===== config.mk =====
export PLATFORM = sky130hd
export DESIGN_NAME = irq_flag4_enable0_regs
export DESIGN_NICKNAME = d
export VERILOG_FILES = /design/src/irq_regs_pkg.sv /design/src/irq_bit_bank.sv /design/src/irq_flag4_enable0_regs.sv
export SDC_FILE = /design/constraint.sdc
export NUM_CORES = 1
export LEC_CHECK = 0
export ABC_AREA = 1
export BUFFER_PORTS_ARGS = -buffer_cell sky130_fd_sc_hd__buf_2
export CORE_ASPECT_RATIO = 0.8
export CORE_MARGIN = 8
export CORE_UTILIZATION = 30
export CTS_BUF_LIST = sky130_fd_sc_hd__clkbuf_8
export DETAILED_ROUTE_END_ITERATION = 10
export GPL_TIMING_DRIVEN = 0
export PLACE_DENSITY = 0.62
export SLEW_MARGIN = 20
export SYNTH_ARGS = -nofsm -noshare
export SYNTH_HDL_FRONTEND = slang
export SYNTH_HIERARCHICAL = 1
export SYNTH_SLANG_ARGS = --single-unit

===== constraint.sdc =====
create_clock -name CLK_I -period 0.9 [get_ports CLK_I]
set_input_delay 0.045 -clock CLK_I [delete_from_list [all_inputs] [get_ports CLK_I]]
set_output_delay 0.045 -clock CLK_I [all_outputs]
set_load 0.01 [all_outputs]

===== src/irq_regs_pkg.sv =====
// Constants shared by the interrupt flag and enable register files.
package irq_regs_pkg;

  // ********************************************************************
  // Bus and register layout
  // ********************************************************************
  localparam int DATA_W = 16;
  localparam int ADDR_W = 4;
  localparam logic [ADDR_W-1:0] FLAG4_IDX = 4'h0;
  localparam logic [ADDR_W-1:0] ENABLE0_IDX = 4'h1;
  localparam logic [DATA_W-1:0] FLAG4_RESET = 16'h0000;
  localparam logic [DATA_W-1:0] ENABLE0_RESET = 16'h0000;
  localparam logic [DATA_W-1:0] FLAG4_IMPL = 16'hCE7E;
  localparam logic [DATA_W-1:0] ENABLE0_IMPL = 16'h7FFF;
  localparam logic [DATA_W-1:0] READ_IDLE = 16'h0000;

  // ********************************************************************
  // Field positions of flag_status_4
  // ********************************************************************
  localparam int AUDIO_LEFT_BIT = 15;
  localparam int AUDIO_RIGHT_BIT = 14;
  localparam int ENCODER_B_BIT = 11;
  localparam int PWM_B_FAULT_BIT = 10;
  localparam int PWM_B_EVENT_BIT = 9;
  localparam int CAN_TX_BIT = 6;
  localparam int DMA_CH7_BIT = 5;
  localparam int DMA_CH6_BIT = 4;
  localparam int CHECKSUM_GEN_BIT = 3;
  localparam int SERIAL_B_ERR_BIT = 2;
  localparam int SERIAL_A_ERR_BIT = 1;

  // ********************************************************************
  // Field positions of interrupt_enable_0
  // ********************************************************************
  localparam int DMA_CH1_EN_BIT = 14;
  localparam int ADC_EN_BIT = 13;
  localparam int SERIAL_A_TX_EN_BIT = 12;
  localparam int SERIAL_A_RX_EN_BIT = 11;
  localparam int SPI_A_EVENT_EN_BIT = 10;
  localparam int SPI_A_ERROR_EN_BIT = 9;
  localparam int TIMER_THREE_EN_BIT = 8;
  localparam int TIMER_TWO_EN_BIT = 7;
  localparam int COMPARE_CH2_EN_BIT = 6;
  localparam int CAPTURE_CH2_EN_BIT = 5;
  localparam int DMA_CH0_EN_BIT = 4;
  localparam int TIMER_ONE_EN_BIT = 3;
  localparam int COMPARE_CH1_EN_BIT = 2;
  localparam int CAPTURE_CH1_EN_BIT = 1;
  localparam int EXT_PIN0_EN_BIT = 0;

endpackage : irq_regs_pkg


===== src/irq_bit_bank.sv =====
// One software-writable register of sticky bits with hardware set inputs.
`timescale 1ns/10ps
`default_nettype none
module irq_bit_bank #(
  parameter int WIDTH = 16,
  parameter logic [WIDTH-1:0] IMPL = '1,
  parameter logic [WIDTH-1:0] RESET = '0
) (
  input wire logic clk_i,
  input wire logic rst_b_i,
  input wire logic wr_i,
  input wire logic [WIDTH-1:0] wdata_i,
  input wire logic [WIDTH-1:0] set_i,
  output logic [WIDTH-1:0] value_o
);

  typedef struct packed {
    logic [WIDTH-1:0] bits;
  } bank_type;

  bank_type state_reg;
  bank_type state_next;

  if (WIDTH < 1 || WIDTH > 32) begin : g_bad_width
    $error("irq_bit_bank: WIDTH must lie between 1 and 32");
  end

  // A hardware set in the same cycle as a software write wins, so no
  // event is lost when software clears a flag just as it fires again.
  always_comb begin
    state_next = state_reg;
    if (wr_i) begin
      state_next.bits = wdata_i;
    end
    state_next.bits = (state_next.bits | set_i) & IMPL;
  end

  always_ff @(posedge clk_i or negedge rst_b_i) begin
    if (!rst_b_i) begin
      state_reg.bits <= RESET & IMPL;
    end else begin
      state_reg <= state_next;
    end
  end

  assign value_o = state_reg.bits;

endmodule : irq_bit_bank
`default_nettype wire


===== src/irq_flag4_enable0_regs.sv =====
// Fourth interrupt flag register and first interrupt enable register.
//
// What this block does
// - Audio left and right flags sit at bits 15 and 14, set on request.
// - Encoder B event bit 11, PWM B fault bit 10, PWM B event bit 9.
// - CAN transmit flag at bit 6; its request is masked when built without CAN.
// - DMA channel 7 done flag at bit 5, channel 6 at bit 4.
// - Checksum generator flag at bit 3, set once it requests.
// - Serial B error flag at bit 2, serial A error flag at bit 1.
// - Flag register bits 13-12, 8-7 and 0 always read as zero.
// - All implemented bits are read/write and clear to zero at reset.
// - Audio interrupts stay disabled when built without the audio unit.
// - Enable bit one permits its source's request, zero blocks it.
// - DMA channel 1 enable at bit 14, ADC done enable at bit 13.
// - Serial A transmit enable at bit 12, receive enable at bit 11.
// - SPI A event enable at bit 10, SPI A error enable at bit 9.
// - Timer three, two and one enables at bits 8, 7 and 3.
// - Compare channel 2 enable bit 6, capture channel 2 enable bit 5.
// - DMA channel 0 done enable sits at bit 4.
// - Compare channel 1 enable bit 2, capture channel 1 enable bit 1.
// - External pin 0 enable at bit 0 permits that pin's request.
// - Enable register bit 15 is unimplemented and reads as zero.
`timescale 1ns/10ps
`default_nettype none
module irq_flag4_enable0_regs #(
  parameter logic HAS_AUDIO = 1'b1,
  parameter logic HAS_CAN = 1'b1
) (
  input wire logic CLK_I,
  input wire logic RST_B_I,
  // Register port.
  input wire logic [irq_regs_pkg::ADDR_W-1:0] REG_ADDR_I,
  input wire logic [irq_regs_pkg::DATA_W-1:0] REG_WDATA_I,
  input wire logic REG_WR_I,
  input wire logic REG_RD_I,
  output logic [irq_regs_pkg::DATA_W-1:0] REG_RDATA_O,
  // Request inputs of the flag_status_4 sources.
  input wire logic AUDIO_LEFT_REQ_I,
  input wire logic AUDIO_RIGHT_REQ_I,
  input wire logic ENCODER_B_EVENT_REQ_I,
  input wire logic PWM_B_FAULT_REQ_I,
  input wire logic PWM_B_EVENT_REQ_I,
  input wire logic CAN_TX_REQUEST_REQ_I,
  input wire logic DMA_CH7_DONE_REQ_I,
  input wire logic DMA_CH6_DONE_REQ_I,
  input wire logic CHECKSUM_GEN_REQ_I,
  input wire logic SERIAL_B_ERROR_REQ_I,
  input wire logic SERIAL_A_ERROR_REQ_I,
  // Enables of the flag_status_4 sources, held in another register.
  input wire logic [irq_regs_pkg::DATA_W-1:0] FLAG4_ENABLE_I,
  // Flags of the interrupt_enable_0 sources, held in another register.
  input wire logic [irq_regs_pkg::DATA_W-1:0] FLAG0_I,
  // Flag outputs.
  output logic AUDIO_LEFT_FLAG_O,
  output logic AUDIO_RIGHT_FLAG_O,
  output logic ENCODER_B_EVENT_FLAG_O,
  output logic PWM_B_FAULT_FLAG_O,
  output logic PWM_B_EVENT_FLAG_O,
  output logic CAN_TX_REQUEST_FLAG_O,
  output logic DMA_CH7_DONE_FLAG_O,
  output logic DMA_CH6_DONE_FLAG_O,
  output logic CHECKSUM_GEN_FLAG_O,
  output logic SERIAL_B_ERROR_FLAG_O,
  output logic SERIAL_A_ERROR_FLAG_O,
  // Enable outputs.
  output logic DMA_CH1_DONE_ENABLE_O,
  output logic ADC_DONE_ENABLE_O,
  output logic SERIAL_A_TX_ENABLE_O,
  output logic SERIAL_A_RX_ENABLE_O,
  output logic SPI_A_EVENT_ENABLE_O,
  output logic SPI_A_ERROR_ENABLE_O,
  output logic TIMER_THREE_ENABLE_O,
  output logic TIMER_TWO_ENABLE_O,
  output logic COMPARE_CH2_ENABLE_O,
  output logic CAPTURE_CH2_ENABLE_O,
  output logic DMA_CH0_DONE_ENABLE_O,
  output logic TIMER_ONE_ENABLE_O,
  output logic COMPARE_CH1_ENABLE_O,
  output logic CAPTURE_CH1_ENABLE_O,
  output logic EXT_PIN0_ENABLE_O,
  // Requests forwarded to the processor.
  output logic [irq_regs_pkg::DATA_W-1:0] FLAG4_REQ_O,
  output logic [irq_regs_pkg::DATA_W-1:0] ENABLE0_REQ_O
);
  import irq_regs_pkg::*;

  // ********************************************************************
  // Declarations
  // ********************************************************************
  typedef struct packed {
    logic [DATA_W-1:0] rdata;
    logic [DATA_W-1:0] req4;
    logic [DATA_W-1:0] req0;
  } top_type;

  top_type state_reg;
  top_type state_next;

  logic [DATA_W-1:0] flag4_set;
  logic [DATA_W-1:0] flag4_value;
  logic [DATA_W-1:0] enable0_value;
  logic [DATA_W-1:0] variant_mask;
  logic flag4_wr;
  logic enable0_wr;

  // ********************************************************************
  // Register port decode
  // ********************************************************************
  assign flag4_wr = REG_WR_I && (REG_ADDR_I == FLAG4_IDX);
  assign enable0_wr = REG_WR_I && (REG_ADDR_I == ENABLE0_IDX);

  // ********************************************************************
  // Hardware set inputs of flag_status_4
  // ********************************************************************
  // Sources set their flag whatever the matching enable says.
  always_comb begin
    flag4_set = '0;
    flag4_set[AUDIO_LEFT_BIT] = AUDIO_LEFT_REQ_I;
    flag4_set[AUDIO_RIGHT_BIT] = AUDIO_RIGHT_REQ_I;
    flag4_set[ENCODER_B_BIT] = ENCODER_B_EVENT_REQ_I;
    flag4_set[PWM_B_FAULT_BIT] = PWM_B_FAULT_REQ_I;
    flag4_set[PWM_B_EVENT_BIT] = PWM_B_EVENT_REQ_I;
    flag4_set[CAN_TX_BIT] = CAN_TX_REQUEST_REQ_I;
    flag4_set[DMA_CH7_BIT] = DMA_CH7_DONE_REQ_I;
    flag4_set[DMA_CH6_BIT] = DMA_CH6_DONE_REQ_I;
    flag4_set[CHECKSUM_GEN_BIT] = CHECKSUM_GEN_REQ_I;
    flag4_set[SERIAL_B_ERR_BIT] = SERIAL_B_ERROR_REQ_I;
    flag4_set[SERIAL_A_ERR_BIT] = SERIAL_A_ERROR_REQ_I;
  end

  // ********************************************************************
  // Register banks
  // ********************************************************************
  // The bank keeps what software writes, so writing one to a flag raises
  // a request exactly as the source would, and writing zero clears it.
  irq_bit_bank #(
    .WIDTH(DATA_W),
    .IMPL(FLAG4_IMPL),
    .RESET(FLAG4_RESET)
  ) u_flag4 (
    .clk_i(CLK_I),
    .rst_b_i(RST_B_I),
    .wr_i(flag4_wr),
    .wdata_i(REG_WDATA_I),
    .set_i(flag4_set),
    .value_o(flag4_value)
  );

  // Enables have no hardware setter; only software changes them.
  irq_bit_bank #(
    .WIDTH(DATA_W),
    .IMPL(ENABLE0_IMPL),
    .RESET(ENABLE0_RESET)
  ) u_enable0 (
    .clk_i(CLK_I),
    .rst_b_i(RST_B_I),
    .wr_i(enable0_wr),
    .wdata_i(REG_WDATA_I),
    .set_i('0),
    .value_o(enable0_value)
  );

  // ********************************************************************
  // Variant masking
  // ********************************************************************
  // On a build without the unit the flag still reads and writes, but it
  // can never reach the processor, so stray writes stay harmless.
  always_comb begin
    variant_mask = '1;
    if (!HAS_AUDIO) begin
      variant_mask[AUDIO_LEFT_BIT] = 1'b0;
      variant_mask[AUDIO_RIGHT_BIT] = 1'b0;
    end
    if (!HAS_CAN) begin
      variant_mask[CAN_TX_BIT] = 1'b0;
    end
  end

  // ********************************************************************
  // Next state: read data and forwarded requests
  // ********************************************************************
  always_comb begin
    state_next = state_reg;
    state_next.rdata = READ_IDLE;
    if (REG_RD_I) begin
      case (REG_ADDR_I)
        FLAG4_IDX: begin
          state_next.rdata = flag4_value;
        end
        ENABLE0_IDX: begin
          state_next.rdata = enable0_value;
        end
        default: begin
          state_next.rdata = READ_IDLE;
        end
      endcase
    end
    // A request goes out one cycle after both flag and enable are one.
    state_next.req4 = flag4_value & FLAG4_ENABLE_I & variant_mask;
    state_next.req0 = FLAG0_I & enable0_value;
  end

  always_ff @(posedge CLK_I or negedge RST_B_I) begin
    if (!RST_B_I) begin
      state_reg.rdata <= READ_IDLE;
      state_reg.req4 <= '0;
      state_reg.req0 <= '0;
    end else begin
      state_reg <= state_next;
    end
  end

  // ********************************************************************
  // Outputs
  // ********************************************************************
  assign REG_RDATA_O = state_reg.rdata;
  assign FLAG4_REQ_O = state_reg.req4;
  assign ENABLE0_REQ_O = state_reg.req0;

  assign AUDIO_LEFT_FLAG_O = flag4_value[AUDIO_LEFT_BIT];
  assign AUDIO_RIGHT_FLAG_O = flag4_value[AUDIO_RIGHT_BIT];
  assign ENCODER_B_EVENT_FLAG_O = flag4_value[ENCODER_B_BIT];
  assign PWM_B_FAULT_FLAG_O = flag4_value[PWM_B_FAULT_BIT];
  assign PWM_B_EVENT_FLAG_O = flag4_value[PWM_B_EVENT_BIT];
  assign CAN_TX_REQUEST_FLAG_O = flag4_value[CAN_TX_BIT];
  assign DMA_CH7_DONE_FLAG_O = flag4_value[DMA_CH7_BIT];
  assign DMA_CH6_DONE_FLAG_O = flag4_value[DMA_CH6_BIT];
  assign CHECKSUM_GEN_FLAG_O = flag4_value[CHECKSUM_GEN_BIT];
  assign SERIAL_B_ERROR_FLAG_O = flag4_value[SERIAL_B_ERR_BIT];
  assign SERIAL_A_ERROR_FLAG_O = flag4_value[SERIAL_A_ERR_BIT];

  assign DMA_CH1_DONE_ENABLE_O = enable0_value[DMA_CH1_EN_BIT];
  assign ADC_DONE_ENABLE_O = enable0_value[ADC_EN_BIT];
  assign SERIAL_A_TX_ENABLE_O = enable0_value[SERIAL_A_TX_EN_BIT];
  assign SERIAL_A_RX_ENABLE_O = enable0_value[SERIAL_A_RX_EN_BIT];
  assign SPI_A_EVENT_ENABLE_O = enable0_value[SPI_A_EVENT_EN_BIT];
  assign SPI_A_ERROR_ENABLE_O = enable0_value[SPI_A_ERROR_EN_BIT];
  assign TIMER_THREE_ENABLE_O = enable0_value[TIMER_THREE_EN_BIT];
  assign TIMER_TWO_ENABLE_O = enable0_value[TIMER_TWO_EN_BIT];
  assign COMPARE_CH2_ENABLE_O = enable0_value[COMPARE_CH2_EN_BIT];
  assign CAPTURE_CH2_ENABLE_O = enable0_value[CAPTURE_CH2_EN_BIT];
  assign DMA_CH0_DONE_ENABLE_O = enable0_value[DMA_CH0_EN_BIT];
  assign TIMER_ONE_ENABLE_O = enable0_value[TIMER_ONE_EN_BIT];
  assign COMPARE_CH1_ENABLE_O = enable0_value[COMPARE_CH1_EN_BIT];
  assign CAPTURE_CH1_ENABLE_O = enable0_value[CAPTURE_CH1_EN_BIT];
  assign EXT_PIN0_ENABLE_O = enable0_value[EXT_PIN0_EN_BIT];

endmodule : irq_flag4_enable0_regs
`default_nettype wire


After elaboration in Yosys (flattened, before gate mapping)
Index checks and enable logic that the tools add are counted.
Storage, ports and cells
  register bits: 74
  bits of input ports: 67
Operators by class
  equal/unequal tests: 1
  muxes and demuxes: 3
  bitwise gates (word level): 3
  reduce and logical (&&, ||, !) cells: 3
Operator list (count)
  16-bit 2-to-1 mux: 2
  16-bit case mux with 2 select lines: 1
  16-bit by 15-bit bitwise AND with 16-bit output: 1
  16-bit bitwise AND: 1
  16-bit bitwise OR: 1
  4-bit by 1-bit == test with 1-bit output (second input constant): 1
  4-bit zero test: 1
  1-bit logical AND: 2

Longest topological paths before layout
  word-level depth: 4
  depth in mapped cells: 10
  depth with buffers taken out: 7

Cells and area by module
The synthesis kept the hierarchy.
Modules (own cells, without submodules)
  irq_flag4_enable0_regs: instances 1, cells an instance 177, area an instance 1791.7 um^2, sequential area each 1201.2 um^2
  irq_bit_bank (u_enable0): instances 1, cells an instance 81, area an instance 757.0 um^2, sequential area each 375.4 um^2
  irq_bit_bank (u_flag4): instances 1, cells an instance 64, area an instance 518.0 um^2, sequential area each 275.3 um^2

Least setup slack after synthesis
No wires, ideal clock.
  kind: input to register
  from: in REG_ADDR_I[3] (netlist bit)
  to: reg u_enable0.state_reg, in the netlist u_enable0/value_o[10]
  library setup time: 0.121 ns
  arrival: 0.951 ns
  data required time: 0.779 ns
  slack: -0.172 ns
  stages on the path: 9
  cells stage by stage: nor2_4 buf_2 nand2_1 nor2_1 buf_6 inv_6 buf_12 nand2_2 nand3_2
On the way
  word-level cells in the longest chain between the ends: 2
RTL lines
  start, declared: line irq_flag4_enable0_regs.sv:32  | input wire logic [irq_regs_pkg::ADDR_W-1:0] REG_ADDR_I,
  4-bit by 1-bit == test with 1-bit output: line irq_flag4_enable0_regs.sv:110  | assign enable0_wr = REG_WR_I && (REG_ADDR_I == ENABLE0_IDX);
  1-bit logical AND: line irq_flag4_enable0_regs.sv:110
  net enable0_wr: line irq_flag4_enable0_regs.sv:104  | logic enable0_wr;
  end signal, assigned: line irq_bit_bank.sv:42  | state_reg <= state_next;
  end, declared: line irq_bit_bank.sv:21  | bank_type state_reg;
The timed path passes the listed nets, and every way through them passes these cells.
A chain may end at the register's enable or synchronous reset.

Final worst setup path
  from: reg u_flag4.state_reg, in the netlist u_flag4/value_o[6]
  to: out CAN_TX_REQUEST_FLAG_O
RTL lines
  start, declared: line irq_bit_bank.sv:21
  start signal, assigned: line irq_bit_bank.sv:42
  end, declared: line irq_flag4_enable0_regs.sv:59  | output logic CAN_TX_REQUEST_FLAG_O,
No word-level cell between the ends.

==> results.json <==
{
  "dp_hpwl_um": 7230,
  "clockBufferDepth": 2,
  "cellInternalPower_uw": 4980,
  "required_ns": 0.85,
  "synth_seq_cells": 74,
  "fin_hold_ws_ns": 0.0503,
  "yosys.cell_types.count": 17,
  "num_rows": 33,
  "layout-drive-gt1-share_pct": 42.4,
  "crit_type": "flip-flop to output pin",
  "slew_headroom_pct": 66.0,
  "slew_violations": 0,
  "cts-root-buf": "clkbuf_8",
  "multiInputGateArea_um2": 926,
  "startpoint": "u_flag4/value_o[6]",
  "ioPinCount": 141,
  "seq_area_frac_synth_pct": 60.4,
  "setup_ws_ns": -0.0673,
  "path_clk_slew_ns": 0.08,
  "cp_num_cells": 1,
  "violations": "setup timing",
  "max-vdd-ir-drop_v": 0.000578,
  "final-seq-area_um2": 1860,
  "place.port_buffers": 140,
  "finalSetupViolations": 29,
  "fin_crit_ns": 0.967,
  "worstMarginPinSlew_ns": 0.511,
  "drtIter0Drc": 120,
  "vias": 2920,
  "hold_path.class": "input port to flip-flop",
  "grt_max_degree": 40,
  "die_w_um": 129,
  "core_area_um2": 10100,
  "fmax_mhz": 1030,
  "hold_violations": 0,
  "ant_nets": 0,
  "crit_end": "CAN_TX_REQUEST_FLAG_O",
  "avgSynthCellArea_um2": 9.52,
  "p_seq_share_pct": 51.6,
  "end_kind": "output pin",
  "cp_slowest_cell": "dfrtp_1",
  "critPathTopFamily": "flip-flops",
  "antenna_found_initial": 0,
  "place_congestion": 0.763,
  "p_clk_share_pct": 32.3,
  "post-place-ws_ns": -0.476,
  "final_common_cell": "buf_2",
  "viasPerCell": 4.04,
  "n_antenna_cell": 0,
  "synthCells": 322,
  "status": "finished, violations left",
  "netlist_area_um2": 3070,
  "syn2layout_area_growth_pct": 69.6,
  "mostFrequentLayoutCells": "115 x buf_2, 74 x nand2_1, 65 x dfrtp_1, 61 x inv_1, 54 x dlygate4sd3_1",
  "wl_per_cell_um": 14.8,
  "total_power_uw": 6780,
  "crit_buf_inv": 1,
  "power.density_nw_per_um2": 1300,
  "skew_ns": 0.0129,
  "p_leak_uw": 0.00273,
  "timing.rr.end": "REG_RDATA_O[6]",
  "overflow": 0,
  "yosysWarnings": 6,
  "fin_crit_sh_pct": 107,
  "remaining_drc_errors": 0,
  "critPathMaxStageDelay_ns": 0.42,
  "numCtsBuffers": 9,
  "rsz0062_at_grt": "true",
  "cp.arrival_ns": 0.92,
  "cts_num_sinks": 74,
  "fill_cells": 920,
  "sw_frac_of_total_pct": 26.5,
  "clk_latency_ns": 0.35,
  "dieArea_um2": 13700,
  "grt_pass1_vias": 3245,
  "cp-start-kind": "flip-flop",
  "r2r-start": "u_enable0/value_o[6]",
  "final.setup.tns_ns": -0.737,
  "cts_tree": "yes",
  "regToRegSetupSlack_ns": 0.02,
  "switchingPower_uw": 1800,
  "place_inst": 621,
  "htreeDepth": 3,
  "fin_cells": 723,
  "nets": 646,
  "worst_r2r_path_depth": 3,
  "comb_power_share_pct": 16.1,
  "crit_chain": "buf_2",
  "start_util_pct": 30.3,
  "finalWirelength_um": 10700,
  "die_h_um": 106,
  "dr.pass1.iters": 4,
  "grt_pass1_wl_um": 16900,
  "cap_viol_max_count": 0,
  "path_max_fanout": 2,
  "grt_usage_pct": 16.1
}
stage by stage:
| stage | utilization [%] | area, um^2 |
|---|---|---|
| after floorplan | - | 3160 |
| after global placement | 39.9 | 4040 |
| after detailed placement | 40.1 | 4060 |
| after CTS | 50.5 | 5100 |
| after global routing | 51.4 | 5200 |
| final | 51.4 | 5200 |
state kept, by name, indices dropped and copies added (netlist names):
signal / cells
u_flag4/value_o: 11
ENABLE0_REQ_O: 16
REG_RDATA_O: 16
u_enable0/value_o: 15
FLAG4_REQ_O: 16
worst min-delay path by stage:
stage | cells past startpoint | slack, ns | start | end
finish | 3 | 0.05 | REG_RD_I | REG_RDATA_O[2]
floorplan | 0 | -0.25 | RST_B_I | ENABLE0_REQ_O[0]
detailed placement | 1 | 0.05 | RST_B_I | ENABLE0_REQ_O[3]
global placement | 3 | 0.23 | FLAG0_I[11] | ENABLE0_REQ_O[11]
global route | 3 | 0.06 | REG_RD_I | REG_RDATA_O[4]
CTS | 3 | 0.03 | REG_RD_I | REG_RDATA_O[2]
tightest hold or removal path: cells and delay by family:
family | cells | cell delay (ns)
buf+inv | 2 | 0.18
compound gates | 1 | 0.13
power by group through the flow:
stage | combinational (uW) | clock [uW] | sequential (uW)
floorplan | 276 | 0 | 3640
global placement | 751 | 0 | 3570
detailed placement | 777 | 0 | 3580
CTS | 1060 | 2320 | 3500
global route | 1210 | 2410 | 3520
finish | 1090 | 2190 | 3500
synth_stat cells (all sizes together):
cell	n	area share (%)
nand2	86	11
buf	16	4.9
clkbuf	1	0.12
inv	63	7.9
nand3	58	11
a21oi	16	2.6
dfrtp	74	60
nor2	5	1.3
conb	3	0.37
metal layers:
| layer | up-vias | wire (um) | GRT usage, % |
|---|---|---|---|
| li1 | 1460 | - | - |
| met1 | 1350 | 4470 | 19.2 |
| met2 | 90 | 5280 | 27.5 |
| met3 | 20 | 673 | 3.80 |
| met4 | 0 | 258 | 6.11 |
| met5 | - | 0 | 0 |
repair_timing:
action | in CTS | in global routing
buffers inserted | 31 | 3
hold buffers | 54 | 0
hold endpoints to repair | 87 | 0
resized for setup | 28 | 17
pin swaps | 2 | 2
setup endpoints to repair | 83 | 101
layout make-up:
type                       count  area share (%)
clock buffer                   9            2.38
timing repair buffer         228            32.2
multi-input combinational    186            17.8
sequential                    74            35.8
tap                          140            3.37
buffer                        17            3.05
inverter                      63            4.74
clock inverter                 6           0.697
kinds of logic (layout without fill, tap and decap cells):
logic type,count (synthesis),in the layout,synth area share (%)
AND/OR/NAND/NOR,149,149,23.8
buffers and inverters,80,323,12.9
flip-flops,74,74,60.4
AO/OA/AOI/OAI,16,16,2.61
other,3,21,0.367
No activity file was read; power rests on OpenSTA's default activity.
